==> config.mk <==
export PLATFORM = sky130hd
export DESIGN_NAME = dacr_top
export DESIGN_NICKNAME = d
export VERILOG_FILES = /design/src/logic/dacr_pkg.sv /design/src/logic/dacr_chan_if.sv /design/src/logic/dacr_top.sv /design/src/logic/dacr_sync.sv /design/src/logic/dacr_channel.sv
export SDC_FILE = /design/constraint.sdc
export NUM_CORES = 1
export LEC_CHECK = 0
export ABC_AREA = 1
export BUFFER_PORTS_ARGS = -buffer_cell sky130_fd_sc_hd__buf_4
export CAP_MARGIN = 25
export CORE_MARGIN = 4
export CORE_UTILIZATION = 53
export CTS_CLUSTER_DIAMETER = 150
export DETAILED_ROUTE_END_ITERATION = 8
export PLACE_DENSITY_LB_ADDON = 0.2
export SLEW_MARGIN = 0
export SYNTH_ARGS = -nofsm -noshare
export SYNTH_HDL_FRONTEND = slang
export SYNTH_SLANG_ARGS = --single-unit
export TNS_END_PERCENT = 50
==> constraint.sdc <==
create_clock -name I_REF_CLK -period 2.4 [get_ports I_REF_CLK]
set_clock_uncertainty 0.2 [all_clocks]
set_input_delay 0.36 -clock I_REF_CLK [delete_from_list [all_inputs] [get_ports I_REF_CLK]]
set_output_delay 0.36 -clock I_REF_CLK [all_outputs]
set_load 0.005 [all_outputs]
==> src/logic/dacr_pkg.sv <==
// Constants for the reference and converter control block.
// Assumes a 32-bit APB slave with one aligned word per register.
package dacr_pkg;

  // ==========================================================
  // Register byte offsets
  localparam logic [7:0] OFS_REF_CTRL  = 8'h00;
  localparam logic [7:0] OFS_REF_TRIM  = 8'h04;
  localparam logic [7:0] OFS_C1_MODE   = 8'h08;
  localparam logic [7:0] OFS_C2_MODE   = 8'h0c;
  localparam logic [7:0] OFS_C1_LOW    = 8'h10;
  localparam logic [7:0] OFS_C2_LOW    = 8'h14;
  localparam logic [7:0] OFS_C1_HIGH   = 8'h18;
  localparam logic [7:0] OFS_C2_HIGH   = 8'h1c;
  localparam logic [7:0] OFS_PIN_BASE  = 8'h20;
  localparam logic [7:0] OFS_PIN_LAST  = 8'h3c;

  // ==========================================================
  // Field positions
  localparam int POS_AMP1_FLAG  = 7;
  localparam int POS_REF_EN     = 4;
  localparam int POS_REF_SEL    = 0;
  localparam int POS_LOW_NIB    = 4;
  localparam int POS_PIN_CONV1  = 7;
  localparam int POS_PIN_CONV2  = 6;
  localparam int NUM_PINS       = 8;

  // ==========================================================
  // Reset values
  localparam logic [7:0] RST_REF_TRIM = 8'h00;
  localparam logic [1:0] RST_MODE     = 2'h0;
  localparam logic [3:0] RST_LOW      = 4'h0;
  localparam logic [7:0] RST_HIGH     = 8'h00;
  localparam logic [1:0] RST_REF_SEL  = 2'h0;

  // ==========================================================
  // Encodings
  localparam logic [1:0] MODE_OFF_HIZ = 2'h0;
  localparam logic [1:0] MODE_OFF_GND = 2'h2;
  localparam logic [1:0] SEL_REGULATED = 2'h2;
  localparam logic [1:0] SEL_FLOAT     = 2'h3;

  typedef enum logic [1:0] {
    DACR_SRC_INTERNAL  = 2'h0,
    DACR_SRC_REGULATED = 2'h1,
    DACR_SRC_FLOATING  = 2'h2
  } dacr_src_t;

endpackage

==> src/logic/dacr_chan_if.sv <==
// Link between the register slave and one converter channel.
// Assumes both ends share I_REF_CLK.
`timescale 1ns/1ps
interface dacr_chan_if;
  logic       wr_mode;
  logic       wr_low;
  logic       wr_high;
  logic [7:0] wdata;
  logic [1:0] mode;
  logic [3:0] low;
  logic [7:0] high;
  logic [11:0] code;

  modport ctrl (output wr_mode, wr_low, wr_high, wdata, input mode, low, high, code);
  modport chan (input wr_mode, wr_low, wr_high, wdata, output mode, low, high, code);
endinterface

==> src/logic/dacr_top.sv <==
// Reference generator and dual converter control with an APB register slave.
// Assumes a 50 MHz I_REF_CLK, APB master on the same clock, and an
// amplifier flag that arrives asynchronously on a pin.
//
// Notes on behaviour
// - A one in the reference enable bit powers the internal reference.
// - A zero in the reference enable bit powers it down, output floating.
// - Reference select 00/01 picks internal, 10 regulated, 11 floating.
// - Unimplemented bits ignore writes and read as zero.
// - Trim is nominal at 80h, each step lowers the reference about 500uV.
// - Trim spans about -60mV to +60mV around nominal.
// - Mode 00 off high-Z, 01/11 on, 10 off grounded.
// - The code is 12 bits: high byte bits 11..4, low bits 7..4 bits 3..0.
// - Two independent channels with own mode and data registers.
// - Bit 7 of each pin switch register joins converter 1 to that pin.
// - Bit 6 of each pin switch register joins converter 2 to that pin.
// - Bit 7 of reference control reads the amplifier 1 flag, reset zero.
//
// Local design decisions: the APB register port and the register offsets.
`timescale 1ns/1ps
module dacr_top (
  input  wire logic        I_REF_CLK,        // 50 MHz clock
  input  wire logic        I_RESETN,         // Async reset, low
  input  wire logic        I_CE,             // Clock enable
  input  wire logic        I_PSEL,           // APB select
  input  wire logic        I_PENABLE,        // APB enable
  input  wire logic        I_PWRITE,         // APB direction
  input  wire logic [7:0]  I_PADDR,          // APB byte address
  input  wire logic [31:0] I_PWDATA,         // APB write data
  output logic [31:0]      O_PRDATA,         // APB read data
  output logic             O_PREADY,         // APB ready
  output logic             O_PSLVERR,        // APB error
  input  wire logic        I_AMP1_FLAG,      // Amplifier 1 output pin
  output logic             O_REF_POWER,      // Reference generator on
  output logic [1:0]       O_CONV_REF_SRC,   // Converter reference source
  output logic [7:0]       O_REF_TRIM,       // Reference trim code
  output logic             O_CONV1_ON,       // Converter 1 enabled
  output logic             O_CONV1_GND,      // Converter 1 output grounded
  output logic [11:0]      O_CONV1_CODE,     // Converter 1 code
  output logic             O_CONV2_ON,       // Converter 2 enabled
  output logic             O_CONV2_GND,      // Converter 2 output grounded
  output logic [11:0]      O_CONV2_CODE,     // Converter 2 code
  output logic [7:0]       O_PIN_CONV1_SW,   // Converter 1 to pin switches
  output logic [7:0]       O_PIN_CONV2_SW    // Converter 2 to pin switches
);

  // ==========================================================
  // Decode helpers
  function automatic logic is_pin(input logic [7:0] a);
    is_pin = (a >= dacr_pkg::OFS_PIN_BASE) && (a <= dacr_pkg::OFS_PIN_LAST)
             && (a[1:0] == 2'b00);
  endfunction

  function automatic logic [2:0] pin_index(input logic [7:0] a);
    logic [7:0] d;
    d = a - dacr_pkg::OFS_PIN_BASE;
    pin_index = d[4:2];
  endfunction

  function automatic logic mapped(input logic [7:0] a);
    mapped = is_pin(a) || (a[1:0] == 2'b00 && a <= dacr_pkg::OFS_C2_HIGH);
  endfunction

  // ==========================================================
  // State
  logic        ref_en, next_ref_en;
  logic [1:0]  ref_sel, next_ref_sel;
  logic [7:0]  trim, next_trim;
  logic [7:0]  sw1, next_sw1;
  logic [7:0]  sw2, next_sw2;
  logic [31:0] rdata, next_rdata;
  logic        amp1_flag;

  logic        wr_en, rd_setup;
  logic [7:0]  wbyte;
  logic [2:0]  pidx;

  dacr_chan_if ch1 ();
  dacr_chan_if ch2 ();

  // ==========================================================
  // Submodules
  // synchronised flag
  dacr_sync u_amp1_sync (
    .i_clk   (I_REF_CLK),
    .i_rst_n (I_RESETN),
    .i_ce    (I_CE),
    .i_async (I_AMP1_FLAG),
    .o_level (amp1_flag)
  );

  dacr_channel u_chan1 (
    .i_clk   (I_REF_CLK),
    .i_rst_n (I_RESETN),
    .i_ce    (I_CE),
    .bus     (ch1.chan)
  );

  dacr_channel u_chan2 (
    .i_clk   (I_REF_CLK),
    .i_rst_n (I_RESETN),
    .i_ce    (I_CE),
    .bus     (ch2.chan)
  );

  // ==========================================================
  // APB strobes
  // Zero wait states; a frozen clock enable holds the access.
  assign O_PREADY  = I_CE;
  assign O_PSLVERR = I_PSEL & I_PENABLE & ~mapped(I_PADDR);
  assign wr_en     = I_CE & I_PSEL & I_PENABLE & I_PWRITE & mapped(I_PADDR);
  assign rd_setup  = I_PSEL & ~I_PENABLE & ~I_PWRITE;
  assign wbyte     = I_PWDATA[7:0];
  assign pidx      = pin_index(I_PADDR);

  assign ch1.wdata   = wbyte;
  assign ch2.wdata   = wbyte;
  assign ch1.wr_mode = wr_en & (I_PADDR == dacr_pkg::OFS_C1_MODE);
  assign ch2.wr_mode = wr_en & (I_PADDR == dacr_pkg::OFS_C2_MODE);
  assign ch1.wr_low  = wr_en & (I_PADDR == dacr_pkg::OFS_C1_LOW);
  assign ch2.wr_low  = wr_en & (I_PADDR == dacr_pkg::OFS_C2_LOW);
  assign ch1.wr_high = wr_en & (I_PADDR == dacr_pkg::OFS_C1_HIGH);
  assign ch2.wr_high = wr_en & (I_PADDR == dacr_pkg::OFS_C2_HIGH);

  // ==========================================================
  // Local registers, next values
  always_comb begin
    next_ref_en  = ref_en;
    next_ref_sel = ref_sel;
    next_trim    = trim;
    next_sw1     = sw1;
    next_sw2     = sw2;
    if (wr_en) begin
      if (I_PADDR == dacr_pkg::OFS_REF_CTRL) begin
        next_ref_en  = wbyte[dacr_pkg::POS_REF_EN];
        next_ref_sel = wbyte[dacr_pkg::POS_REF_SEL +: 2];
      end
      if (I_PADDR == dacr_pkg::OFS_REF_TRIM) begin
        next_trim = wbyte;
      end
      if (is_pin(I_PADDR)) begin
        next_sw1[pidx] = wbyte[dacr_pkg::POS_PIN_CONV1];
        next_sw2[pidx] = wbyte[dacr_pkg::POS_PIN_CONV2];
      end
    end
  end

  // ==========================================================
  // Read data, latched in the setup phase
  always_comb begin
    next_rdata = rdata;
    if (rd_setup) begin
      next_rdata = 32'h0000_0000;
      unique case (I_PADDR)
        dacr_pkg::OFS_REF_CTRL: begin
          next_rdata[dacr_pkg::POS_AMP1_FLAG]      = amp1_flag;
          next_rdata[dacr_pkg::POS_REF_EN]         = ref_en;
          next_rdata[dacr_pkg::POS_REF_SEL +: 2]   = ref_sel;
        end
        dacr_pkg::OFS_REF_TRIM: next_rdata[7:0] = trim;
        dacr_pkg::OFS_C1_MODE:  next_rdata[1:0] = ch1.mode;
        dacr_pkg::OFS_C2_MODE:  next_rdata[1:0] = ch2.mode;
        dacr_pkg::OFS_C1_LOW:   next_rdata[dacr_pkg::POS_LOW_NIB +: 4] = ch1.low;
        dacr_pkg::OFS_C2_LOW:   next_rdata[dacr_pkg::POS_LOW_NIB +: 4] = ch2.low;
        dacr_pkg::OFS_C1_HIGH:  next_rdata[7:0] = ch1.high;
        dacr_pkg::OFS_C2_HIGH:  next_rdata[7:0] = ch2.high;
        default: begin
          if (is_pin(I_PADDR)) begin
            next_rdata[dacr_pkg::POS_PIN_CONV1] = sw1[pidx];
            next_rdata[dacr_pkg::POS_PIN_CONV2] = sw2[pidx];
          end
        end
      endcase
    end
  end

  always_ff @(posedge I_REF_CLK or negedge I_RESETN) begin
    if (!I_RESETN) begin
      ref_en  <= 1'b0;
      ref_sel <= dacr_pkg::RST_REF_SEL;
      trim    <= dacr_pkg::RST_REF_TRIM;
      sw1     <= 8'h00;
      sw2     <= 8'h00;
      rdata   <= 32'h0000_0000;
    end else if (I_CE) begin
      ref_en  <= next_ref_en;
      ref_sel <= next_ref_sel;
      trim    <= next_trim;
      sw1     <= next_sw1;
      sw2     <= next_sw2;
      rdata   <= next_rdata;
    end
  end

  // ==========================================================
  // Analog controls
  // reference powered
  assign O_REF_POWER = ref_en;

  always_comb begin
    if (!ref_en || ref_sel == dacr_pkg::SEL_FLOAT) begin
      O_CONV_REF_SRC = dacr_pkg::DACR_SRC_FLOATING;
    end else if (ref_sel == dacr_pkg::SEL_REGULATED) begin
      O_CONV_REF_SRC = dacr_pkg::DACR_SRC_REGULATED;
    end else begin
      O_CONV_REF_SRC = dacr_pkg::DACR_SRC_INTERNAL;
    end
  end

  assign O_REF_TRIM = trim;

  assign O_CONV1_ON   = ch1.mode[0];
  assign O_CONV1_GND  = (ch1.mode == dacr_pkg::MODE_OFF_GND);
  assign O_CONV2_ON   = ch2.mode[0];
  assign O_CONV2_GND  = (ch2.mode == dacr_pkg::MODE_OFF_GND);
  assign O_CONV1_CODE = ch1.code;
  assign O_CONV2_CODE = ch2.code;

  assign O_PIN_CONV1_SW = sw1;
  assign O_PIN_CONV2_SW = sw2;
  assign O_PRDATA       = rdata;

endmodule

==> src/logic/dacr_sync.sv <==
// Three-stage synchroniser for a pin level.
// Assumes the input is asynchronous to the clock.
`timescale 1ns/1ps
module dacr_sync (
  input  wire logic i_clk,    // Clock
  input  wire logic i_rst_n,  // Async reset, low
  input  wire logic i_ce,     // Clock enable
  input  wire logic i_async,  // Raw pin level
  output logic      o_level   // Filtered level
);

  logic s1, s2, s3, level;
  logic next_s1, next_s2, next_s3, next_level;

  always_comb begin
    next_s1    = i_async;
    next_s2    = s1;
    next_s3    = s2;
    next_level = (s2 == s3) ? s3 : level;
  end

  always_ff @(posedge i_clk or negedge i_rst_n) begin
    if (!i_rst_n) begin
      s1    <= 1'b0;
      s2    <= 1'b0;
      s3    <= 1'b0;
      level <= 1'b0;
    end else if (i_ce) begin
      s1    <= next_s1;
      s2    <= next_s2;
      s3    <= next_s3;
      level <= next_level;
    end
  end

  assign o_level = level;

endmodule

==> src/logic/dacr_channel.sv <==
// One converter channel: mode, code low nibble and high byte, and the code
// handed to the converter.
// Assumes write strobes are single-cycle pulses from the register slave.
`timescale 1ns/1ps
module dacr_channel (
  input  wire logic  i_clk,    // Clock
  input  wire logic  i_rst_n,  // Async reset, low
  input  wire logic  i_ce,     // Clock enable
  dacr_chan_if.chan  bus       // Register side
);

  logic [1:0]  mode, next_mode;
  logic [3:0]  low, next_low;
  logic [7:0]  high, next_high;
  logic [11:0] code, next_code;

  always_comb begin
    next_mode = mode;
    next_low  = low;
    next_high = high;
    next_code = code;
    if (bus.wr_mode) begin
      next_mode = bus.wdata[1:0];
    end
    if (bus.wr_low) begin
      next_low = bus.wdata[dacr_pkg::POS_LOW_NIB +: 4];
    end
    if (bus.wr_high) begin
      next_high = bus.wdata;
      next_code = {bus.wdata, low};
    end
  end

  always_ff @(posedge i_clk or negedge i_rst_n) begin
    if (!i_rst_n) begin
      mode <= dacr_pkg::RST_MODE;
      low  <= dacr_pkg::RST_LOW;
      high <= dacr_pkg::RST_HIGH;
      code <= 12'h000;
    end else if (i_ce) begin
      mode <= next_mode;
      low  <= next_low;
      high <= next_high;
      code <= next_code;
    end
  end

  assign bus.mode = mode;
  assign bus.low  = low;
  assign bus.high = high;
  assign bus.code = code;

endmodule

==> results of run 1 <==
[state kept, by name (all words and copies together) (netlist names), 4 cells and up]
signal and count:
u_chan2.bus.code 12, u_chan2.bus.low 4, u_chan1.bus.code 4, O_PRDATA 8, O_PIN_CONV2_SW 8, O_REF_TRIM 8
O_PIN_CONV1_SW 8, u_chan1.bus.low 4, u_chan1.bus.high 8
[stage by stage]
| stage | utilization [%] | hold WS (ns) | instances | setup slack [ns] | power [uW] |
|---|---|---|---|---|---|
| 2_1_floorplan | - | -0.136 | 480 | 0.697 | 1440 |
| 3_3_place_gp | 64.3 | 0.154 | 634 | 0.351 | 1520 |
| 3_5_place_dp | 64.3 | 0.153 | 634 | 0.352 | 1530 |
| 4_1_cts | 68.3 | 0.00657 | 651 | 0.605 | 2770 |
| 5_1_grt | 68.3 | 0.0345 | 651 | 0.536 | 2860 |
| 6_report | 68.3 | 0.0133 | 651 | 0.616 | 2760 |
[worst reg2reg max path: stages, from the launching register on]
cell     delay, ns
dfrtp_1       0.41
inv_1         0.06
nand2_1       0.06
nand2_1       0.10
nand2_1       0.06
nand2_1       0.06
nand2_1       0.04
nand3_1       0.09
nand3_1       0.09
nand2_1       0.07
nand2_1       0.05
[placed cells by master (no fill, tap or decap), types with 2 or more instances in the layout]
| cell | count |
|---|---|
| clkbuf_1 | 2 |
| o21ai_0 | 51 |
| a21oi_1 | 10 |
| dfrtp_1 | 75 |
| mux2_4 | 4 |
| clkbuf_8 | 9 |
| inv_1 | 34 |
| inv_2 | 3 |
| nor2_4 | 2 |
| nor2_1 | 23 |
| nor2_2 | 3 |
| o21ai_1 | 8 |
| buf_4 | 93 |
| nand4_1 | 8 |
| bufinv_16 | 4 |
| nand3_1 | 31 |
| clkinv_2 | 2 |
| nand2_2 | 3 |
| nand2_1 | 158 |
| conb_1 | 24 |
[area by class of cell]
| type | count | area [sq um] | area share (%) |
|---|---|---|---|
| clock buffer | 11 | 131 | 2.83 |
| clock inverter | 5 | 125 | 2.70 |
| inverter | 38 | 144 | 3.10 |
| multi-input combinational | 331 | 1510 | 32.6 |
| sequential | 75 | 1880 | 40.5 |
| tap | 96 | 120 | 2.59 |
| timing repair buffer | 95 | 728 | 15.7 |
[metal layers]
| layer | wire, um | share of wire, % | vias to the layer above |
|---|---|---|---|
| met5 | 0 | 0 | - |
| met2 | 4410 | 48 | 131 |
| met4 | 155 | 1.7 | 0 |
| li1 | - | - | 1601 |
| met3 | 698 | 7.6 | 16 |
| met1 | 3880 | 42 | 1536 |
[worst paths after layout]
path	startpoint	endpoint	slack, ns
worst min-delay path	I_AMP1_FLAG	u_amp1_sync.next_s2	0.01
worst min register to register	O_PRDATA[3]	O_PRDATA[3]	0.29
worst max-delay path	ref_sel[0]	O_CONV_REF_SRC[0]	0.62
max in group asynchronous	I_RESETN	u_chan1.bus.high[6]	1.12
worst max register to register	O_PIN_CONV1_SW[7]	O_PRDATA[7]	1.02
min in group asynchronous	I_RESETN	O_PIN_CONV2_SW[4]	0.31
[cell families (layout without fill, tap and decap cells)]
family | after synthesis | count (layout) | synth area share [%]
mux | 4 | 4 | 1.62
buf+inv | 74 | 149 | 10.8
other cells | 1 | 24 | 0.101
compound gates | 69 | 69 | 9.32
flops | 75 | 75 | 50.7
simple gates | 234 | 234 | 27.4
[power by group through the flow]
stage / clock network, uW / registers, uW / logic, uW
after floorplan: 0 / 1330 / 114
after global placement: 0 / 1330 / 194
after detailed placement: 0 / 1330 / 198
after CTS: 1270 / 1300 / 202
after global routing: 1330 / 1310 / 226
final: 1260 / 1300 / 201
==> out/qor.txt, run 1 <==
Vias in the first global route - 3201
Synth Area per Inst - 8.10 sq um
# DRC - 0
Seq pwr share - 47.2%
Post-synth EDFFs - 0
Final setup viols - 0
Top cell type's share of synthesized area - 50.7%
Routed Antenna Nets - 0
Achievable clock frequency - 560 MHz
Status - finished clean
Quantity of gates resized following cts - 0
Minimum clock period - 1.78 ns
Num rows - 30
Io pins - 136
Via count - 3284
Fillers - 551
Antenna cells - 0
Clock transition at path regs - 0.08 ns
Sw Ratio - 21.9%
Initial antenna violation count - 0
RSZ-0062 raised after global routing - no
Placement-stage cell area - 4370 sq um
Met1 Use GR - 29.9%
Largest stage delay, worst path - 0.42 ns
Final setup TNS - 0 ns
CP Class - flop to primary output
Die Y - 91.6 um
Crit-path leading delay family - flip-flops
Starting Density - 54.5%
Detailed-route wire length per cell - 14.0 um
Largest net degree at the start of global routing - 39
Global-route wire length before repair - 15.0 mm
Worst VDD drop - 555 uV
Grt peak-use layer - met2
Die width - 91.6 um
HPWL Detailed - 6.71 mm
CTS root buf - clkbuf_8
CP arrival - 1.22 ns
Via-to-Cell Ratio - 5.04
Clock buffer depth - 2
CTS tree - done
Synthesis-stage register bit count - 75
Worst path cell trace - nand2_1 > nand2_1 > nor3b_1 > buf_4
Final-report hold violation count - 0
GRT Residual Overflow - 0
Critical Path RT - 1.84 ns
Initial DRT Pass Iterations - 5
Register area share after synthesis - 50.7%
Post CTS Setup Buffer Count - 0
Synth Instances - 457
TritonCTS Buffers - 9
Int Pwr - 2160 uW
Post-Syn Area - 3700 sq um
GPL Wtd Cong - 0.857
DIE AREA - 8390 sq um
Critical path launch point type - flop
Ys async rst share - 100%
Power per cell area - 596 nW/um^2
Share of layout cells above drive strength 1 - 23.1%
Max H-tree Level - 3
Logic pwr share - 7.3%
Layout area overhead - 25.2%
Drt total wl - 9.14 mm
Ranking of synthesized cells by area - dfrtp_1, nand2_1, o21ai_0, buf_4, nand3_1
Most common cell in the netlist - nand2_1
R2R cell count - 10
Grt met2 use - 36.3%
Synth cell types - 26
Hold depth - 3
Clock share of power - 45.6%
CTS Sinks - 75
Met3 GRT Util - 5.22%
Core area - 6790 sq um
Critical path buffers and inverters - 1
# nets final - 597
CP max FO - 4
PortBufs - 87
Max cap viols - 0
Period Utilization, post-route - 74.3%
Iteration-0 DRC Markers - 172
P_sw - 604 uW
Design Area, Final - 4640 sq um
Yosys warns - 0
CP Depth - 4
CP max-delay cell - dfrtp_1
Post-synth top cells - nand2_1, dfrtp_1, o21ai_0
Hold WC Path Type - primary input to flop
Largest area contributor in the netlist - dfrtp_1
CP Capture Type - primary output
Hold-fix buffers, CTS - 1
Top_reg_cell synth - dfrtp_1
GRT Overall Usage - 22.6%
Worst-Skew Late Latency - 0.35 ns
LEAKAGE - 0.00246 uW
CP most frequent cell - nand2_1
Final max-slew violation count - 0
Note: power is estimated with default switching activity, not from simulation.
==> run 2: changes to the inputs <==
Settings changed: CORE_UTILIZATION 53 to 45.
Clock period 2.4 ns to 1.6 ns, I/O delays scaled along.
==> out/qor.txt, run 2 (same netlist as run 1, synthesis figures left out) <==
Period Utilization, post-route - 99.7%
Final setup viols - 0 (unchanged)
Global-route wire length before repair - 15.8 mm (+5.2%)
Hold WC Path Type - primary input to flop
LEAKAGE - 0.00263 uW (+6.8%)
Vias in the first global route - 3200 (-0.031%)
GPL Wtd Cong - 0.860 (+0.36%)
Iteration-0 DRC Markers - 202 (+17%)
Starting Density - 47.2% (-7.3 points)
CP most frequent cell - buf_4
Status - finished clean
CP max-delay cell - dfrtp_1
Initial antenna violation count - 0 (unchanged)
Final max-slew violation count - 0 (unchanged)
TritonCTS Buffers - 9 (unchanged)
Achievable clock frequency - 627 MHz
Layout area overhead - 32.6%
Die Y - 98.7 um (+7.8%)
Critical path launch point type - flop
Max cap viols - 0 (unchanged)
Largest stage delay, worst path - 0.38 ns (-0.04 ns)
Design Power - 3930 uW (+42%)
Minimum clock period - 1.60 ns
HPWL Detailed - 7.17 mm (+6.9%)
CTS root buf - clkbuf_8
Final Util - 62.6% (-5.7 points)
Worst-Skew Late Latency - 0.35 ns (about the same)
Via count - 3403 (+3.6%)
Final-report hold violation count - 0 (unchanged)
Design Area, Final - 4910 sq um (+5.9%)
Max H-tree Level - 3 (unchanged)
Num rows - 32 (+6.7%)
Via-to-Cell Ratio - 4.90 (-2.8%)
CP Class - flop to primary output
Routed Antenna Nets - 0 (unchanged)
GRT Overall Usage - 20.2% (-2.4 points)
Io pins - 136 (unchanged)
Biggest register - u_chan2.bus.code
Fillers - 716 (+30%)
Max reg flops - 12 (unchanged)
CP arrival - 1.16 ns (-0.06 ns)
Commonest non-fill, non-tap cells in the layout - nand2_1, buf_4, dfrtp_1
GRT Residual Overflow - 0 (unchanged)
PortBufs - 87 (unchanged)
Power per cell area - 800 nW/um^2 (+34%)
Die width - 98.7 um (+7.8%)
Detailed-route wire length per cell - 13.9 um (-0.84%)
CP Capture Type - primary output
CTS Sinks - 75 (unchanged)
Critical Path RT - 1.16 ns (-0.68 ns)
Drt total wl - 9.67 mm (+5.7%)
Worst VDD drop - 422 uV (-24%)
CTS tree - done
RSZ-0062 raised after global routing - yes
Most common cell after layout, fill and taps aside - nand2_1
Antenna cells - 0 (unchanged)
Largest net degree at the start of global routing - 38 (-2.6%)
Placement-stage cell area - 4590 sq um (+5.0%)
Core area - 7850 sq um (+16%)
Initial DRT Pass Iterations - 5 (unchanged)
Worst path cell trace - buf_4 > nor3b_2 > buf_4
Share of layout cells above drive strength 1 - 27.9% (+4.8 points)
DIE AREA - 9750 sq um (+16%)
Final setup TNS - 0 ns (unchanged)
Clock buffer depth - 2 (unchanged)
CP max FO - 2 (-2)
# DRC - 0 (unchanged)
# nets final - 634 (+6.2%)
Clock transition at path regs - 0.08 ns (about the same)
## run 2: final timing paths
check                      slack (ns)              start             endpoint  depth (start not counted)
setup / recovery                0.005         ref_sel[0]    O_CONV_REF_SRC[0]                          3
hold / removal                   0.02        I_PWDATA[5]  u_chan1.bus.high[5]                          3
setup reg to reg                 0.25  O_PIN_CONV2_SW[7]          O_PRDATA[6]                          8
hold reg to reg                  0.29        O_PRDATA[3]          O_PRDATA[3]                          2
max in group asynchronous        0.55           I_RESETN   u_chan2.bus.low[2]                          3
min in group asynchronous        0.12           I_RESETN    O_PIN_CONV1_SW[6]                          2
## run 2: area by class of cell
class                   instances  area [sq um]  share of cell area, %
clock buffers                  11           141                   2.88
clock inverters                 5          85.1                   1.73
inverters                      38           144                   2.93
multi-input cells             331          1520                   31.0
flip-flops and latches         75          1880                   38.2
well taps                     102           128                   2.60
repair buffers                132          1010                   20.6
## run 2: timing repair
item                       4_1_cts  5_1_grt
setup endpoints to repair        1        5
hold endpoints to repair        82        0
hold buffers                     4        0
gates resized for setup          1        2
pin swaps                        1        1
setup buffers                    5        1
## run 2: layer usage
layer | GRT usage, % | part of all wire, % | wire, um | vias up
li1 | - | - | - | 1676
met1 | 28.0 | 46 | 4410 | 1604
met2 | 32.2 | 47 | 4580 | 113
met3 | 3.54 | 5.6 | 546 | 10
met4 | 6.83 | 1.3 | 124 | 0
met5 | 0 | 0 | 0 | -
## run 2: per-stage QoR
stage | std cells | hold slack, ns | setup slack [ns]
floorplan | 480 | -0.256 | 0.0167
global placement | 668 | -0.0555 | -0.190
detailed placement | 668 | -0.0474 | -0.218
CTS | 693 | 0.00250 | -0.0170
global route | 694 | 0.0197 | -0.0697
finish | 694 | 0.0153 | 0.00482
## run 2: worst max-delay path: cells and delay by family, from the launching register on
family | cells | cell delay, ns
flip-flops | 1 | 0.38
buffers and inverters | 2 | 0.27
AND/OR/NAND/NOR | 1 | 0.16
## run 2: power by group
| part | internal (uW) | switching, uW | total, uW |
|---|---|---|---|
| registers | 1930 | 25.3 | 1960 |
| clock network | 930 | 705 | 1630 |
| logic | 145 | 193 | 338 |
